===== src/rtl/eis_cfg.svh =====
// eis_cfg.svh: offsets, field positions, reset values and widths
// assumes: included by bare name, before any module that uses it
`ifndef EIS_CFG_SVH
`define EIS_CFG_SVH
// source counts: flagged sources plus the flagless dropout source
`define EIS_NSRC 18
`define EIS_NFLAG 17
`define EIS_DROP_SRC 5'h11
// register byte offsets on the bus
`define EIS_OFF_IE 8'h00
`define EIS_OFF_EXTENDED_IRQ_ENABLE_REG_1 8'h04
`define EIS_OFF_EXTENDED_IRQ_ENABLE_REG_2 8'h08
`define EIS_OFF_PRIO1 8'h0c
`define EIS_OFF_PRIO2 8'h10
`define EIS_OFF_PEND 8'h14
`define EIS_OFF_REGCN 8'h18
`define EIS_OFF_STAT 8'h1c
// field positions
`define EIS_GEN_BIT 7
`define EIS_REG_EN_BIT 7
`define EIS_DROP_STAT_BIT 0
// reset values
`define EIS_IE_RST 8'h00
`define EIS_REG_EN_RST 1'b1
// bus answers
`define EIS_RESP_OKAY 2'b00
`define EIS_RESP_SLVERR 2'b10
`endif


===== src/rtl/eis_pkg.sv =====
// eis_pkg: state types of the interrupt controller
// assumes: eis_cfg.svh gives the counts used here
`include "eis_cfg.svh"
package eis_pkg;
	// synchroniser chain
	typedef struct packed {
		logic s2;
		logic s1;
	} eis_sync_t;
	// whole controller state, registered in one place
	typedef struct packed {
		logic [7:0] ie;
		logic [7:0] extended_irq_enable_reg_1;
		logic [7:0] extended_irq_enable_reg_2;
		logic [16:0] prio1;
		logic prio2;
		logic [16:0] pend;
		logic reg_en;
		logic [1:0] active;
		logic req;
		logic req_lvl;
		logic [4:0] req_src;
		logic aw_got;
		logic [7:0] aw_addr;
		logic w_got;
		logic [31:0] w_data;
		logic [3:0] w_strb;
		logic bvalid;
		logic [1:0] bresp;
		logic rvalid;
		logic [31:0] rdata;
		logic [1:0] rresp;
	} eis_state_t;
endpackage


===== src/rtl/eis_sync.sv =====
// eis_sync: two-flop synchroniser for one asynchronous level
// assumes: input comes from a pin, output read on aclk only
`timescale 1ns/10ps
`default_nettype none
module eis_sync
(
	// clock and reset
	input wire logic aclk,
	input wire logic aresetn,
	// level in and out
	input wire logic din,
	output logic dout
);
	// chain state
	eis_pkg::eis_sync_t st;
	eis_pkg::eis_sync_t next_st;

	// first flop is read only by the second
	always_comb
	begin
		next_st.s1 = din;
		next_st.s2 = st.s1;
	end

	// register the chain
	always_ff @(posedge aclk)
	begin
		if (!aresetn)
			st <= '0;
		else
			st <= next_st;
	end

	assign dout = st.s2;
endmodule
`default_nettype wire


===== src/rtl/eis_arbiter.sv =====
// eis_arbiter: picks the lowest-numbered source in each priority level
// assumes: eligible vector already gated by all enables
`timescale 1ns/10ps
`default_nettype none
`include "eis_cfg.svh"
module eis_arbiter
#(
	parameter int NSRC = `EIS_NSRC
)
(
	// eligible sources and their level
	input wire logic [NSRC-1:0] elig,
	input wire logic [NSRC-1:0] prio,
	// winners
	output logic hi_any,
	output logic [4:0] hi_idx,
	output logic lo_any,
	output logic [4:0] lo_idx
);
	if (NSRC < 1 || NSRC > 32)
	begin : g_bad_nsrc
		$error("eis_arbiter: NSRC must be 1 to 32");
	end

	// fixed order: lowest index wins
	function automatic logic [5:0] first_set(input logic [NSRC-1:0] v);
		logic [5:0] r;
		r = '0;
		for (int i = NSRC - 1; i >= 0; i--)
			if (v[i])
				r = {1'b1, 5'(i)};
		return r;
	endfunction

	// same search for both levels
	always_comb
	begin
		{hi_any, hi_idx} = first_set(elig & prio);
		{lo_any, lo_idx} = first_set(elig & ~prio);
	end
endmodule
`default_nettype wire


===== src/rtl/eis_irq_ctrl.sv =====
// eis_irq_ctrl: extended interrupt controller with AXI4-Lite registers
// assumes: core pulses irq_ack when it calls the vector and return_from_interrupt_done
// when the return completes; events are aclk pulses; dropout is async
//
// How it works
// eighteen sources, two priority levels arbitrated
// events set pending flags regardless of enables
// enabled pending flag raises request for core call
// return instruction ends service, core resumes program
// disabled source never produces a request
// per-source enables act only under global enable
// global enable low blocks every source
// request latched one cycle survives enable clear
// software pads enable clears with two-byte opcode
// chosen flags clear on vector, others by software
// flag still set after return requests again
// software write of one acts as event
// dropout requests while low and enabled, flagless; here it requests while dropout_in is high
// dropout status readable, hardware clears it
// regulator enabled by reset, software may disable
// high preempts low; equal priority by index
`timescale 1ns/10ps
`default_nettype none
`include "eis_cfg.svh"
module eis_irq_ctrl
#(
	parameter int ADDR_W = 8,
	parameter logic [16:0] AUTO_CLR = 17'h00000
)
(
	// clock and reset
	input wire logic aclk,
	input wire logic aresetn,
	// axi4-lite write address
	input wire logic awvalid,
	output logic awready,
	input wire logic [ADDR_W-1:0] awaddr,
	input wire logic [2:0] awprot,
	// axi4-lite write data
	input wire logic wvalid,
	output logic wready,
	input wire logic [31:0] wdata,
	input wire logic [3:0] wstrb,
	// axi4-lite write response
	output logic bvalid,
	input wire logic bready,
	output logic [1:0] bresp,
	// axi4-lite read address
	input wire logic arvalid,
	output logic arready,
	input wire logic [ADDR_W-1:0] araddr,
	input wire logic [2:0] arprot,
	// axi4-lite read data
	output logic rvalid,
	input wire logic rready,
	output logic [31:0] rdata,
	output logic [1:0] rresp,
	// interrupt events from peripherals
	input wire logic [16:0] src_event,
	input wire logic dropout_in,
	// processor core side
	output logic irq_req,
	output logic [4:0] irq_vector,
	output logic irq_level,
	input wire logic irq_ack,
	input wire logic return_from_interrupt_done,
	// regulator control
	output logic regulator_enable
);
	if (ADDR_W < 8)
	begin : g_bad_addr
		$error("eis_irq_ctrl: ADDR_W must be at least 8");
	end
	////////////////////////////////////////////////////////////////////
	// state and helpers

	eis_pkg::eis_state_t st; // all registers
	eis_pkg::eis_state_t next_st; // next value
	logic drop_sync; // dropout level on aclk
	logic [17:0] en_vec; // individual enables by source
	logic [17:0] elig; // sources allowed to request
	logic [17:0] prio_vec; // level of each source
	logic hi_any; // a high source waits
	logic [4:0] hi_idx; // its index
	logic lo_any; // a low source waits
	logic [4:0] lo_idx; // its index
	logic wr_do; // write committed this cycle
	logic [31:0] rd_word; // read mux output
	logic rd_hit; // read address mapped

	// byte-lane merge for register writes
	function automatic logic [31:0] wmerge(input logic [31:0] old,
		input logic [31:0] nw, input logic [3:0] strb);
		logic [31:0] r;
		r = old;
		for (int b = 0; b < 4; b++)
			if (strb[b])
				r[b*8 +: 8] = nw[b*8 +: 8];
		return r;
	endfunction

	// enables gathered into one source-ordered vector
	function automatic logic [17:0] gather_en(input logic [7:0] ie,
		input logic [7:0] e1, input logic [7:0] e2);
		return {e2[0], e2[2:1], e1, ie[6:0]};
	endfunction

	////////////////////////////////////////////////////////////////////
	// submodules

	// dropout comparator output is asynchronous
	eis_sync u_drop_sync
	(
		.aclk(aclk),
		.aresetn(aresetn),
		.din(dropout_in),
		.dout(drop_sync)
	);

	// fixed-order pick per level
	eis_arbiter #(.NSRC(`EIS_NSRC)) u_arb
	(
		.elig(elig),
		.prio(prio_vec),
		.hi_any(hi_any),
		.hi_idx(hi_idx),
		.lo_any(lo_any),
		.lo_idx(lo_idx)
	);

	////////////////////////////////////////////////////////////////////
	// source gating

	// individual enables only count under the global one
	always_comb
	begin
		en_vec = gather_en(st.ie, st.extended_irq_enable_reg_1, st.extended_irq_enable_reg_2);
		// dropout has no flag: its live level is the source
		elig = {drop_sync, st.pend} & en_vec
			& {18{st.ie[`EIS_GEN_BIT]}};
		prio_vec = {st.prio2, st.prio1};
	end

	////////////////////////////////////////////////////////////////////
	// register read mux

	// reserved bits read zero
	always_comb
	begin
		rd_word = '0;
		rd_hit = 1'b1;
		case (araddr[7:0])
			`EIS_OFF_IE: rd_word[7:0] = st.ie;
			`EIS_OFF_EXTENDED_IRQ_ENABLE_REG_1: rd_word[7:0] = st.extended_irq_enable_reg_1;
			`EIS_OFF_EXTENDED_IRQ_ENABLE_REG_2: rd_word[7:0] = st.extended_irq_enable_reg_2;
			`EIS_OFF_PRIO1: rd_word[16:0] = st.prio1;
			`EIS_OFF_PRIO2: rd_word[0] = st.prio2;
			`EIS_OFF_PEND: rd_word[16:0] = st.pend;
			`EIS_OFF_REGCN:
			begin
				rd_word[`EIS_REG_EN_BIT] = st.reg_en;
				// live status, cleared when dropout ends
				rd_word[`EIS_DROP_STAT_BIT] = drop_sync;
			end
			`EIS_OFF_STAT:
				rd_word[11:0] = {st.active, st.req, st.req_lvl,
					3'h0, st.req_src};
			default: rd_hit = 1'b0;
		endcase
	end

	////////////////////////////////////////////////////////////////////
	// next state

	// bus, register updates, flags and request in one pass
	always_comb
	begin
		next_st = st;
		wr_do = st.aw_got && st.w_got && !st.bvalid;

		// address and data may arrive in either order
		if (awvalid && awready)
		begin
			next_st.aw_got = 1'b1;
			next_st.aw_addr = awaddr[7:0];
		end
		if (wvalid && wready)
		begin
			next_st.w_got = 1'b1;
			next_st.w_data = wdata;
			next_st.w_strb = wstrb;
		end

		// commit once both halves are held
		if (wr_do)
		begin
			next_st.aw_got = 1'b0;
			next_st.w_got = 1'b0;
			next_st.bvalid = 1'b1;
			next_st.bresp = `EIS_RESP_OKAY;
			case (st.aw_addr)
				`EIS_OFF_IE:
					next_st.ie = 8'(wmerge({24'h0, st.ie},
						st.w_data, st.w_strb));
				`EIS_OFF_EXTENDED_IRQ_ENABLE_REG_1:
					next_st.extended_irq_enable_reg_1 = 8'(wmerge({24'h0, st.extended_irq_enable_reg_1},
						st.w_data, st.w_strb));
				`EIS_OFF_EXTENDED_IRQ_ENABLE_REG_2:
					next_st.extended_irq_enable_reg_2 = 8'(wmerge({24'h0, st.extended_irq_enable_reg_2},
						st.w_data, st.w_strb));
				`EIS_OFF_PRIO1:
					next_st.prio1 = 17'(wmerge({15'h0, st.prio1},
						st.w_data, st.w_strb));
				`EIS_OFF_PRIO2:
					if (st.w_strb[0])
						next_st.prio2 = st.w_data[0];
				// writing one sets a flag like an event
				`EIS_OFF_PEND:
					next_st.pend = 17'(wmerge({15'h0, st.pend},
						st.w_data, st.w_strb));
				// software may turn the regulator off
				`EIS_OFF_REGCN:
					if (st.w_strb[0])
						next_st.reg_en = st.w_data[`EIS_REG_EN_BIT];
				`EIS_OFF_STAT: ;
				default: next_st.bresp = `EIS_RESP_SLVERR;
			endcase
		end
		if (st.bvalid && bready)
			next_st.bvalid = 1'b0;

		// read answered the cycle after the address is taken
		if (arvalid && arready)
		begin
			next_st.rvalid = 1'b1;
			next_st.rdata = rd_word;
			next_st.rresp = rd_hit ? `EIS_RESP_OKAY : `EIS_RESP_SLVERR;
		end
		else if (st.rvalid && rready)
			next_st.rvalid = 1'b0;

		// vector taken: mark level in service, maybe clear flag
		if (irq_ack && st.req)
		begin
			next_st.active[st.req_lvl] = 1'b1;
			if (st.req_src < `EIS_DROP_SRC && AUTO_CLR[st.req_src])
				next_st.pend[st.req_src] = 1'b0;
		end

		// return closes the innermost routine
		if (return_from_interrupt_done)
		begin
			if (st.active[1])
				next_st.active[1] = 1'b0;
			else
				next_st.active[0] = 1'b0;
		end

		// events applied last so a set beats any clear
		next_st.pend = next_st.pend | src_event;

		// request is a flop: an enable cleared now leaves the latched
		// request up one more cycle, so a core finishing a one-cycle
		// instruction may still take it
		next_st.req = 1'b0;
		if (irq_ack && st.req)
			next_st.req = 1'b0;
		else if (hi_any && !st.active[1])
		begin
			// high preempts a low routine
			next_st.req = 1'b1;
			next_st.req_lvl = 1'b1;
			next_st.req_src = hi_idx;
		end
		else if (lo_any && st.active == 2'b00)
		begin
			// flag left set after a return lands here again
			next_st.req = 1'b1;
			next_st.req_lvl = 1'b0;
			next_st.req_src = lo_idx;
		end
	end

	////////////////////////////////////////////////////////////////////
	// state register

	// synchronous reset; regulator comes up enabled
	always_ff @(posedge aclk)
	begin
		if (!aresetn)
		begin
			st <= '0;
			st.ie <= `EIS_IE_RST;
			st.reg_en <= `EIS_REG_EN_RST;
		end
		else
			st <= next_st;
	end

	////////////////////////////////////////////////////////////////////
	// outputs

	// ready held low while a response is outstanding
	assign awready = !st.aw_got && !st.bvalid;
	assign wready = !st.w_got && !st.bvalid;
	assign arready = !st.rvalid;
	assign bvalid = st.bvalid;
	assign bresp = st.bresp;
	assign rvalid = st.rvalid;
	assign rdata = st.rdata;
	assign rresp = st.rresp;
	assign irq_req = st.req;
	assign irq_vector = st.req_src;
	assign irq_level = st.req_lvl;
	assign regulator_enable = st.reg_en;

	////////////////////////////////////////////////////////////////////
	// checks

	// no request without the global enable the cycle before
	AST_GLOBAL_GATE: assert property (@(posedge aclk) disable iff (!aresetn)
		irq_req |-> $past(st.ie[`EIS_GEN_BIT]))
		else $error("request raised with global enable low");

	// the requested source was eligible when latched
	AST_SRC_ENABLED: assert property (@(posedge aclk) disable iff (!aresetn)
		irq_req |-> ((($past(elig)) >> irq_vector) & 18'h1) != 18'h0)
		else $error("request for a source that was not eligible");

	// every event leaves its flag set next cycle
	AST_EVENT_SETS: assert property (@(posedge aclk) disable iff (!aresetn)
		(|src_event) |=> ((st.pend & $past(src_event))
			== $past(src_event)))
		else $error("event did not set its pending flag");

	// nothing is requested while a high routine runs
	AST_HIGH_BLOCKS: assert property (@(posedge aclk) disable iff (!aresetn)
		(st.active[1] && !return_from_interrupt_done) |=> !irq_req)
		else $error("request raised during high-level routine");

	// flag still set after the return raises a new request
	AST_RETRIGGER: assert property (@(posedge aclk) disable iff (!aresetn)
		(return_from_interrupt_done && st.active == 2'b01) ##1 (lo_any && !hi_any)
			|=> irq_req && !irq_level)
		else $error("no new request after return with flag set");

	// auto-clearing flag drops when its vector is taken
	AST_AUTO_CLEAR: assert property (@(posedge aclk) disable iff (!aresetn)
		(irq_ack && irq_req && irq_vector < `EIS_DROP_SRC
			&& AUTO_CLR[irq_vector] && src_event == 17'h0)
			|=> !st.pend[$past(irq_vector)])
		else $error("auto-clearing flag stayed set after vector");

	// dropout requests only while its synced level was high
	AST_DROP_LEVEL: assert property (@(posedge aclk) disable iff (!aresetn)
		(irq_req && irq_vector == `EIS_DROP_SRC) |-> $past(drop_sync))
		else $error("dropout request without dropout level");

	// regulator enabled right after reset
	AST_REG_RESET: assert property (@(posedge aclk) disable iff (!aresetn)
		$past(!aresetn) |-> regulator_enable)
		else $error("regulator not enabled after reset");

	// return from nested high routine leaves the low one running
	AST_NEST_RETURN: assert property (@(posedge aclk) disable iff (!aresetn)
		(return_from_interrupt_done && st.active == 2'b11 && !irq_ack) |=> st.active == 2'b01)
		else $error("nested return did not restore low routine");
endmodule
`default_nettype wire


===== config.mk =====
export PLATFORM = sky130hd
export DESIGN_NAME = eis_irq_ctrl
export DESIGN_NICKNAME = d
export VERILOG_FILES = /design/src/rtl/eis_pkg.sv /design/src/rtl/eis_sync.sv /design/src/rtl/eis_arbiter.sv /design/src/rtl/eis_irq_ctrl.sv
export VERILOG_INCLUDE_DIRS = /design/src /design/src/rtl
export SDC_FILE = /design/constraint.sdc
export NUM_CORES = 1
export LEC_CHECK = 0
export BUFFER_PORTS_ARGS = -buffer_cell sky130_fd_sc_hd__clkbuf_2
export CORE_UTILIZATION = 55
export CTS_BUF_LIST = sky130_fd_sc_hd__clkbuf_16
export DETAILED_ROUTE_END_ITERATION = 10
export GPL_TIMING_DRIVEN = 0
export PLACE_DENSITY_LB_ADDON = 0.2
export SYNTH_ARGS = -nofsm -noshare
export SYNTH_HDL_FRONTEND = slang
export SYNTH_SLANG_ARGS = --single-unit

===== constraint.sdc =====
create_clock -name aclk -period 2.4 [get_ports aclk]
set_input_delay 0.48 -clock aclk [delete_from_list [all_inputs] [get_ports aclk]]
set_output_delay 0.48 -clock aclk [all_outputs]
set_load 0.02 [all_outputs]

==> results of run 1 <==
==> layout make-up <==
cell class	count	area, µm²	share of cell area
Multi-Input combinational cell	516	3597	0.4588
Inverter	4	15.01	0.001915
Clock inverter	15	151.4	0.01931
Sequential cell	122	2444	0.3116
Buffer	78	479.2	0.06111
Tap cell	143	178.9	0.02282
Timing Repair Buffer	102	550.5	0.07021
Clock buffer	17	425.4	0.05425
==> report_power, final <==
part | switching (mW) | leakage, nW | internal, mW | total, mW
clock | 0.980 | 0.278 | 1.52 | 2.50
combinational | 0.254 | 1.97 | 0.190 | 0.444
sequential | 0.0814 | 0.996 | 2.10 | 2.18
==> worst min-delay path by stage <==
stage,startpoint,to,slack (ns),cells past startpoint
after floorplan,u_drop_sync.next_st[1],u_drop_sync.dout,0.41,1
after global placement,st[81],st[81],0.45,2
after detailed placement,st[40],st[40],0.46,2
after CTS,dropout_in,u_drop_sync.next_st[1],0.26,2
after global routing,src_event[7],st[101],0.26,2
final,dropout_in,u_drop_sync.next_st[1],0.27,2
==> cells by family after synthesis <==
| family | synth area share |
|---|---|
| buffers and inverters | 0.07552 |
| DFF | 0.3810 |
| AOI/OAI and AO/OA | 0.1669 |
| other | 0.0005849 |
| muxes | 0.1270 |
| and+or+nand+nor | 0.2490 |
==> state kept, by name, indices dropped and copies added, names as in the netlist, 5 cells and up <==
| signal | cells |
|---|---|
| st | 55 |
| rdata | 17 |
| en_vec | 18 |
| prio_vec | 18 |
| irq_vector | 5 |
==> timing repair <==
item / 4_1_cts / 5_1_grt
endpoints found under the setup margin: 22 / 46
pin swaps: 0 / 10
setup buffers: 0 / 11
resized for setup: 2 / 18
==> cell usage in the layout, fill, tap and decap left out, types with 7 or more instances in the layout <==
master     netlist  layout
a21boi_0        37      37
a21oi_1         20      20
a22oi_1         10      10
a31oi_1          7       7
and2_1          10       9
and4b_1         11       9
buf_4           41      51
clkbuf_1        29      27
clkbuf_16        0      17
clkbuf_2         0      92
conb_1           1      17
dfxtp_1        122     121
mux2_2          23      23
mux2i_1         42      42
nand2_1        104     103
nand3_1          8       7
nand4_1         25      25
nand4b_1         9       9
nor2_1          21      20
nor2b_1         53      53
nor3_1          13      13
o211a_1          8       8
o211ai_1         8       8
o21a_1          22      22
o21ai_0         11      11
==> layer usage <==
layer,vias up,routed length (µm),share of wire,global-route usage
li1,2770,-,-,-
met1,2774,8178,0.42,0.4205
met2,269,8946,0.46,0.5317
met3,50,1637,0.084,0.09899
met4,0,760,0.039,0.1743
met5,-,0,0,0
==> synthesized netlist by cell type (3+ instances only) <==
cell type,count,area share
mux2_2,23,0.040
a21boi_0,37,0.043
and4b_1,11,0.017
o21ai_0,11,0.0086
and4_1,5,0.0068
inv_1,4,0.0023
clkbuf_1,29,0.017
and2_1,10,0.0098
a21oi_1,20,0.016
dfxtp_1,122,0.38
nor3_1,13,0.010
nand4b_1,9,0.012
nand3_1,8,0.0062
a31oi_1,7,0.0068
o21a_1,22,0.026
buf_2,3,0.0023
mux4_2,6,0.021
nand2_1,104,0.061
nand2b_1,3,0.0029
a22oi_1,10,0.012
nor2b_1,53,0.052
buf_4,41,0.048
nand4_1,25,0.024
buf_1,4,0.0023
o211a_1,8,0.012
nor2_1,21,0.012
mux2i_1,42,0.066
o31ai_1,4,0.0047
o211ai_1,8,0.0094
==> critical path: stages, from the launching register on <==
cell and delay [ns]:
dfxtp_2 0.33, buf_6 0.14, buf_6 0.15, and4b_2 0.24
nor4_4 0.42, nand4b_4 0.17, o211a_1 0.24, buf_6 0.13
or2_4 0.26, and2_1 0.15
==> per-stage QoR <==
stage                     total power [mW]  std cells  instance area, µm²
after floorplan                      2.483        721                6471
after global placement               2.635        955                7106
after detailed placement             2.653        955                7106
after CTS                            5.121        987                7702
after global routing                 5.287        997                7841
final                                5.124        997                7841
==> run metrics, run 1 <==
CTS root buffer=clkbuf_16; detailed placement HPWL=14,880 µm; initial DRC count=471; first-pass GRT wire length=29,480 µm; Worst EP arrival=2.67 ns; crit path time final=2.358 ns; Worst Setup Start Kind=flip-flop; skew final=0.006375 ns; CTS Buf Count=17; YS warnings=0; CP startpoint=st[152]; Final Hold Vio Count=0; # fillers=900; wire length per cell=19.58 µm; Clock transition at path regs=0.06 ns; die footprint=12,090 µm²; Max Fclk=424.0 MHz; Fin Setup TNS=0 ns; Yosys cell types=59; critical register-to-register path endpoint=irq_req; number of synthesized flops with an enable pin=0; synthesized flop and latch total=122; max-slew violations=0; Total GRT Usage=0.3389; ANT nets after route=0; Post-Route WL=19,520 µm; pin count of the biggest net entering global routing=17; TritonCTS clock tree=yes; PortBufs=91; routability cong.=0.9344; worst vdd ir=0.6981 mV; Final nets=926; worst relative slew slack=0.3531; sequential-to-total area share from yosys stat=0.3810; Min-Delay Path Class=in -> reg; Placement Setup Slack=-0.3002 ns; post-synthesis cell count=705; TritonRoute pass-1 iters=5; initial core utilization=0.5639; Vias per Instance=5.881; fraction of registers with async set/reset=0; final core utilization=0.6897; Layout area overhead=22.31%; antenna diode count=0; vias in the first global route=5,464; initial antenna violation count=0; fin worst setup slack=0.04159 ns; Reg2Reg Depth=9; Synth Flop Type=dfxtp_1; clk_lat worst skew=0.42 ns; synthesized cell area=6411 µm²; Die W=110.0 µm; reg2reg start=st[152]; Overflow after GRT=0; CP required=2.71 ns; H-tree depth=4; IO Count=134; Num Clock Sinks=122; die height=110.0 µm; endpoint type of the worst setup path=flip-flop; Worst Path Max Fanout=10; routed via count=5,863; worst-margin pin slew=0.9629 ns; status=completed; crit share post-route=0.9827; fraction of layout cells with a size suffix above 1=0.2693; row count=39; core footprint=11,370 µm²; drt drc=0; # Max-Cap Violations=0; hold_buf cts=0; P_leak=3.246 nW; Power Dens Cells=653.5 nW/µm²; critical path type=reg -> reg; Avg Cell Area, Syn=9.094 µm²; maximum root-to-sink buffer count=2; Fin Hold WS=0.2653 ns; final setup violation count=0; reg2reg setup slack=0.04 ns; end point of the critical path=irq_req
Power figures use the tool's default switching activity.
==> run 2, diff against run 1 <==
MAX_ROUTING_LAYER = met4   (was unset)
==> run metrics, run 2 (synthesis gave the netlist of run 1 again) <==
Total GRT Usage=0.3502; row count=39; initial antenna violation count=0; Flop pwr share=0.421; die height=110.0 µm; H-tree depth=4; Worst Setup Start Kind=flip-flop; Reg2Reg Depth=9; Net Switching=1.282 mW; CTS root buffer=clkbuf_16; pin count of the biggest net entering global routing=17; drt drc=0; placed cell area=7106 µm²; Final nets=930; final setup violation count=0; Internal=3.895 mW; top sig layer=met4; Power Dens Cells=654.5 nW/µm²; Worst Hold Depth=2; initial core utilization=0.5639; sw frac=0.2476; # fillers=926; endpoint type of the worst setup path=flip-flop; P_leak=3.280 nW; crit share post-route=0.9733; Num Clock Sinks=122; routability cong.=0.9372; CTS Buf Count=17; Overflow after GRT=0; wire length per cell=20.09 µm; Min-Delay Path Class=in -> reg; RSZ-0062 raised after global routing=yes; PortBufs=91; Max Fclk=428.1 MHz; Post-Route WL=20,110 µm; IO Count=134; met3 WL=1571 µm; clk_lat worst skew=0.42 ns; most frequent cells in the layout=dfxtp_1 (118), nand2_1 (103), clkbuf_2 (92); Final Hold Vio Count=0; initial DRC count=504; Clock transition at path regs=0.06 ns; worst vdd ir=0.6000 mV; worst-margin pin slew=0.9166 ns; vias in the first global route=5,405; routed via count=5,948; Vias per Instance=5.942; metal2 WL=9265 µm; worst relative slew slack=0.3842; Fin Setup TNS=0 ns; critical path type=reg -> reg; Largest register FFs=55; final instance area=7910 µm²; ANT nets after route=0; fraction of layout cells with a size suffix above 1=0.2727; first-pass GRT wire length=29,580 µm; crit path time final=2.336 ns; TritonCTS clock tree=yes; CP required=2.72 ns; Clk network pwr share=0.493; die footprint=12,090 µm²; commonest non-fill, non-tap cell in the layout=dfxtp_1; # Max-Cap Violations=0; Worst EP arrival=2.66 ns; TritonRoute pass-1 iters=5; Die W=110.0 µm; skew final=0.007133 ns; Layout area overhead=23.38%; hold_buf cts=0; maximum root-to-sink buffer count=2; max-slew violations=0; Worst Path Max Fanout=10; detailed placement HPWL=14,980 µm; status=completed; core footprint=11,370 µm²; Combinational Power Share=0.086; met1 WL=8666 µm; antenna diode count=0; Reg with most FFs=st
## run 2: critical path, stage by stage, from the launching register on
cell and delay, ns:
dfxtp_2 0.33, buf_6 0.14, buf_8 0.14, and4b_2 0.28, nor4_4 0.39, nand4b_4 0.15
o211a_1 0.27, buf_6 0.13, or2_4 0.24, and2_4 0.15
## run 2: worst paths after layout
path,start,endpoint,slack [ns]
setup / recovery,st[152],irq_req,0.06
hold / removal,dropout_in,u_drop_sync.next_st[1],0.27
setup reg to reg,st[152],irq_req,0.06
hold reg to reg,u_drop_sync.next_st[1],u_drop_sync.dout,0.44
## run 2: timing repair
action,in CTS,in global routing
gates resized for setup,2,23
pin swaps,0,15
gates cloned,0,3
endpoints found under the setup margin,8,42
setup buffers,0,12
## run 2: metrics by stage
step	power [mW]	setup WS (ns)	cells	hold WS (ns)	utilization
CTS	5.163	-0.03362	987	0.2574	0.6773
global route	5.322	-0.01916	1001	0.2703	0.6957
floorplan	2.483	0.2322	721	0.4119	-
finish	5.177	0.06404	1001	0.2650	0.6957
global placement	2.632	-0.2146	955	0.4227	0.6250
detailed placement	2.648	-0.2133	955	0.4250	0.6250
## run 2: metal layers
layer / up-vias / track usage
li1: 2783 / -
met5: - / -
met1: 2830 / 0.4367
met4: 0 / 0.1562
met3: 47 / 0.08417
met2: 288 / 0.5366
## run 2: area by class of cell
type	count	area, µm²	area share
clock buffers	17	425.4	0.05378
flip-flops and latches	122	2447	0.3094
repair buffers	106	593.1	0.07498
inverters	4	15.01	0.001898
well taps	143	178.9	0.02262
multi-input cells	516	3603	0.4556
plain buffers	78	486.7	0.06153
clock inverters	15	160.2	0.02025
## run 2: power by group through the flow
stage	sequential (mW)	clock (mW)	combinational, mW
after floorplan	2.19	0	0.295
after global placement	2.21	0	0.421
after detailed placement	2.22	0	0.432
after CTS	2.17	2.55	0.437
after global routing	2.19	2.65	0.486
final	2.18	2.55	0.443
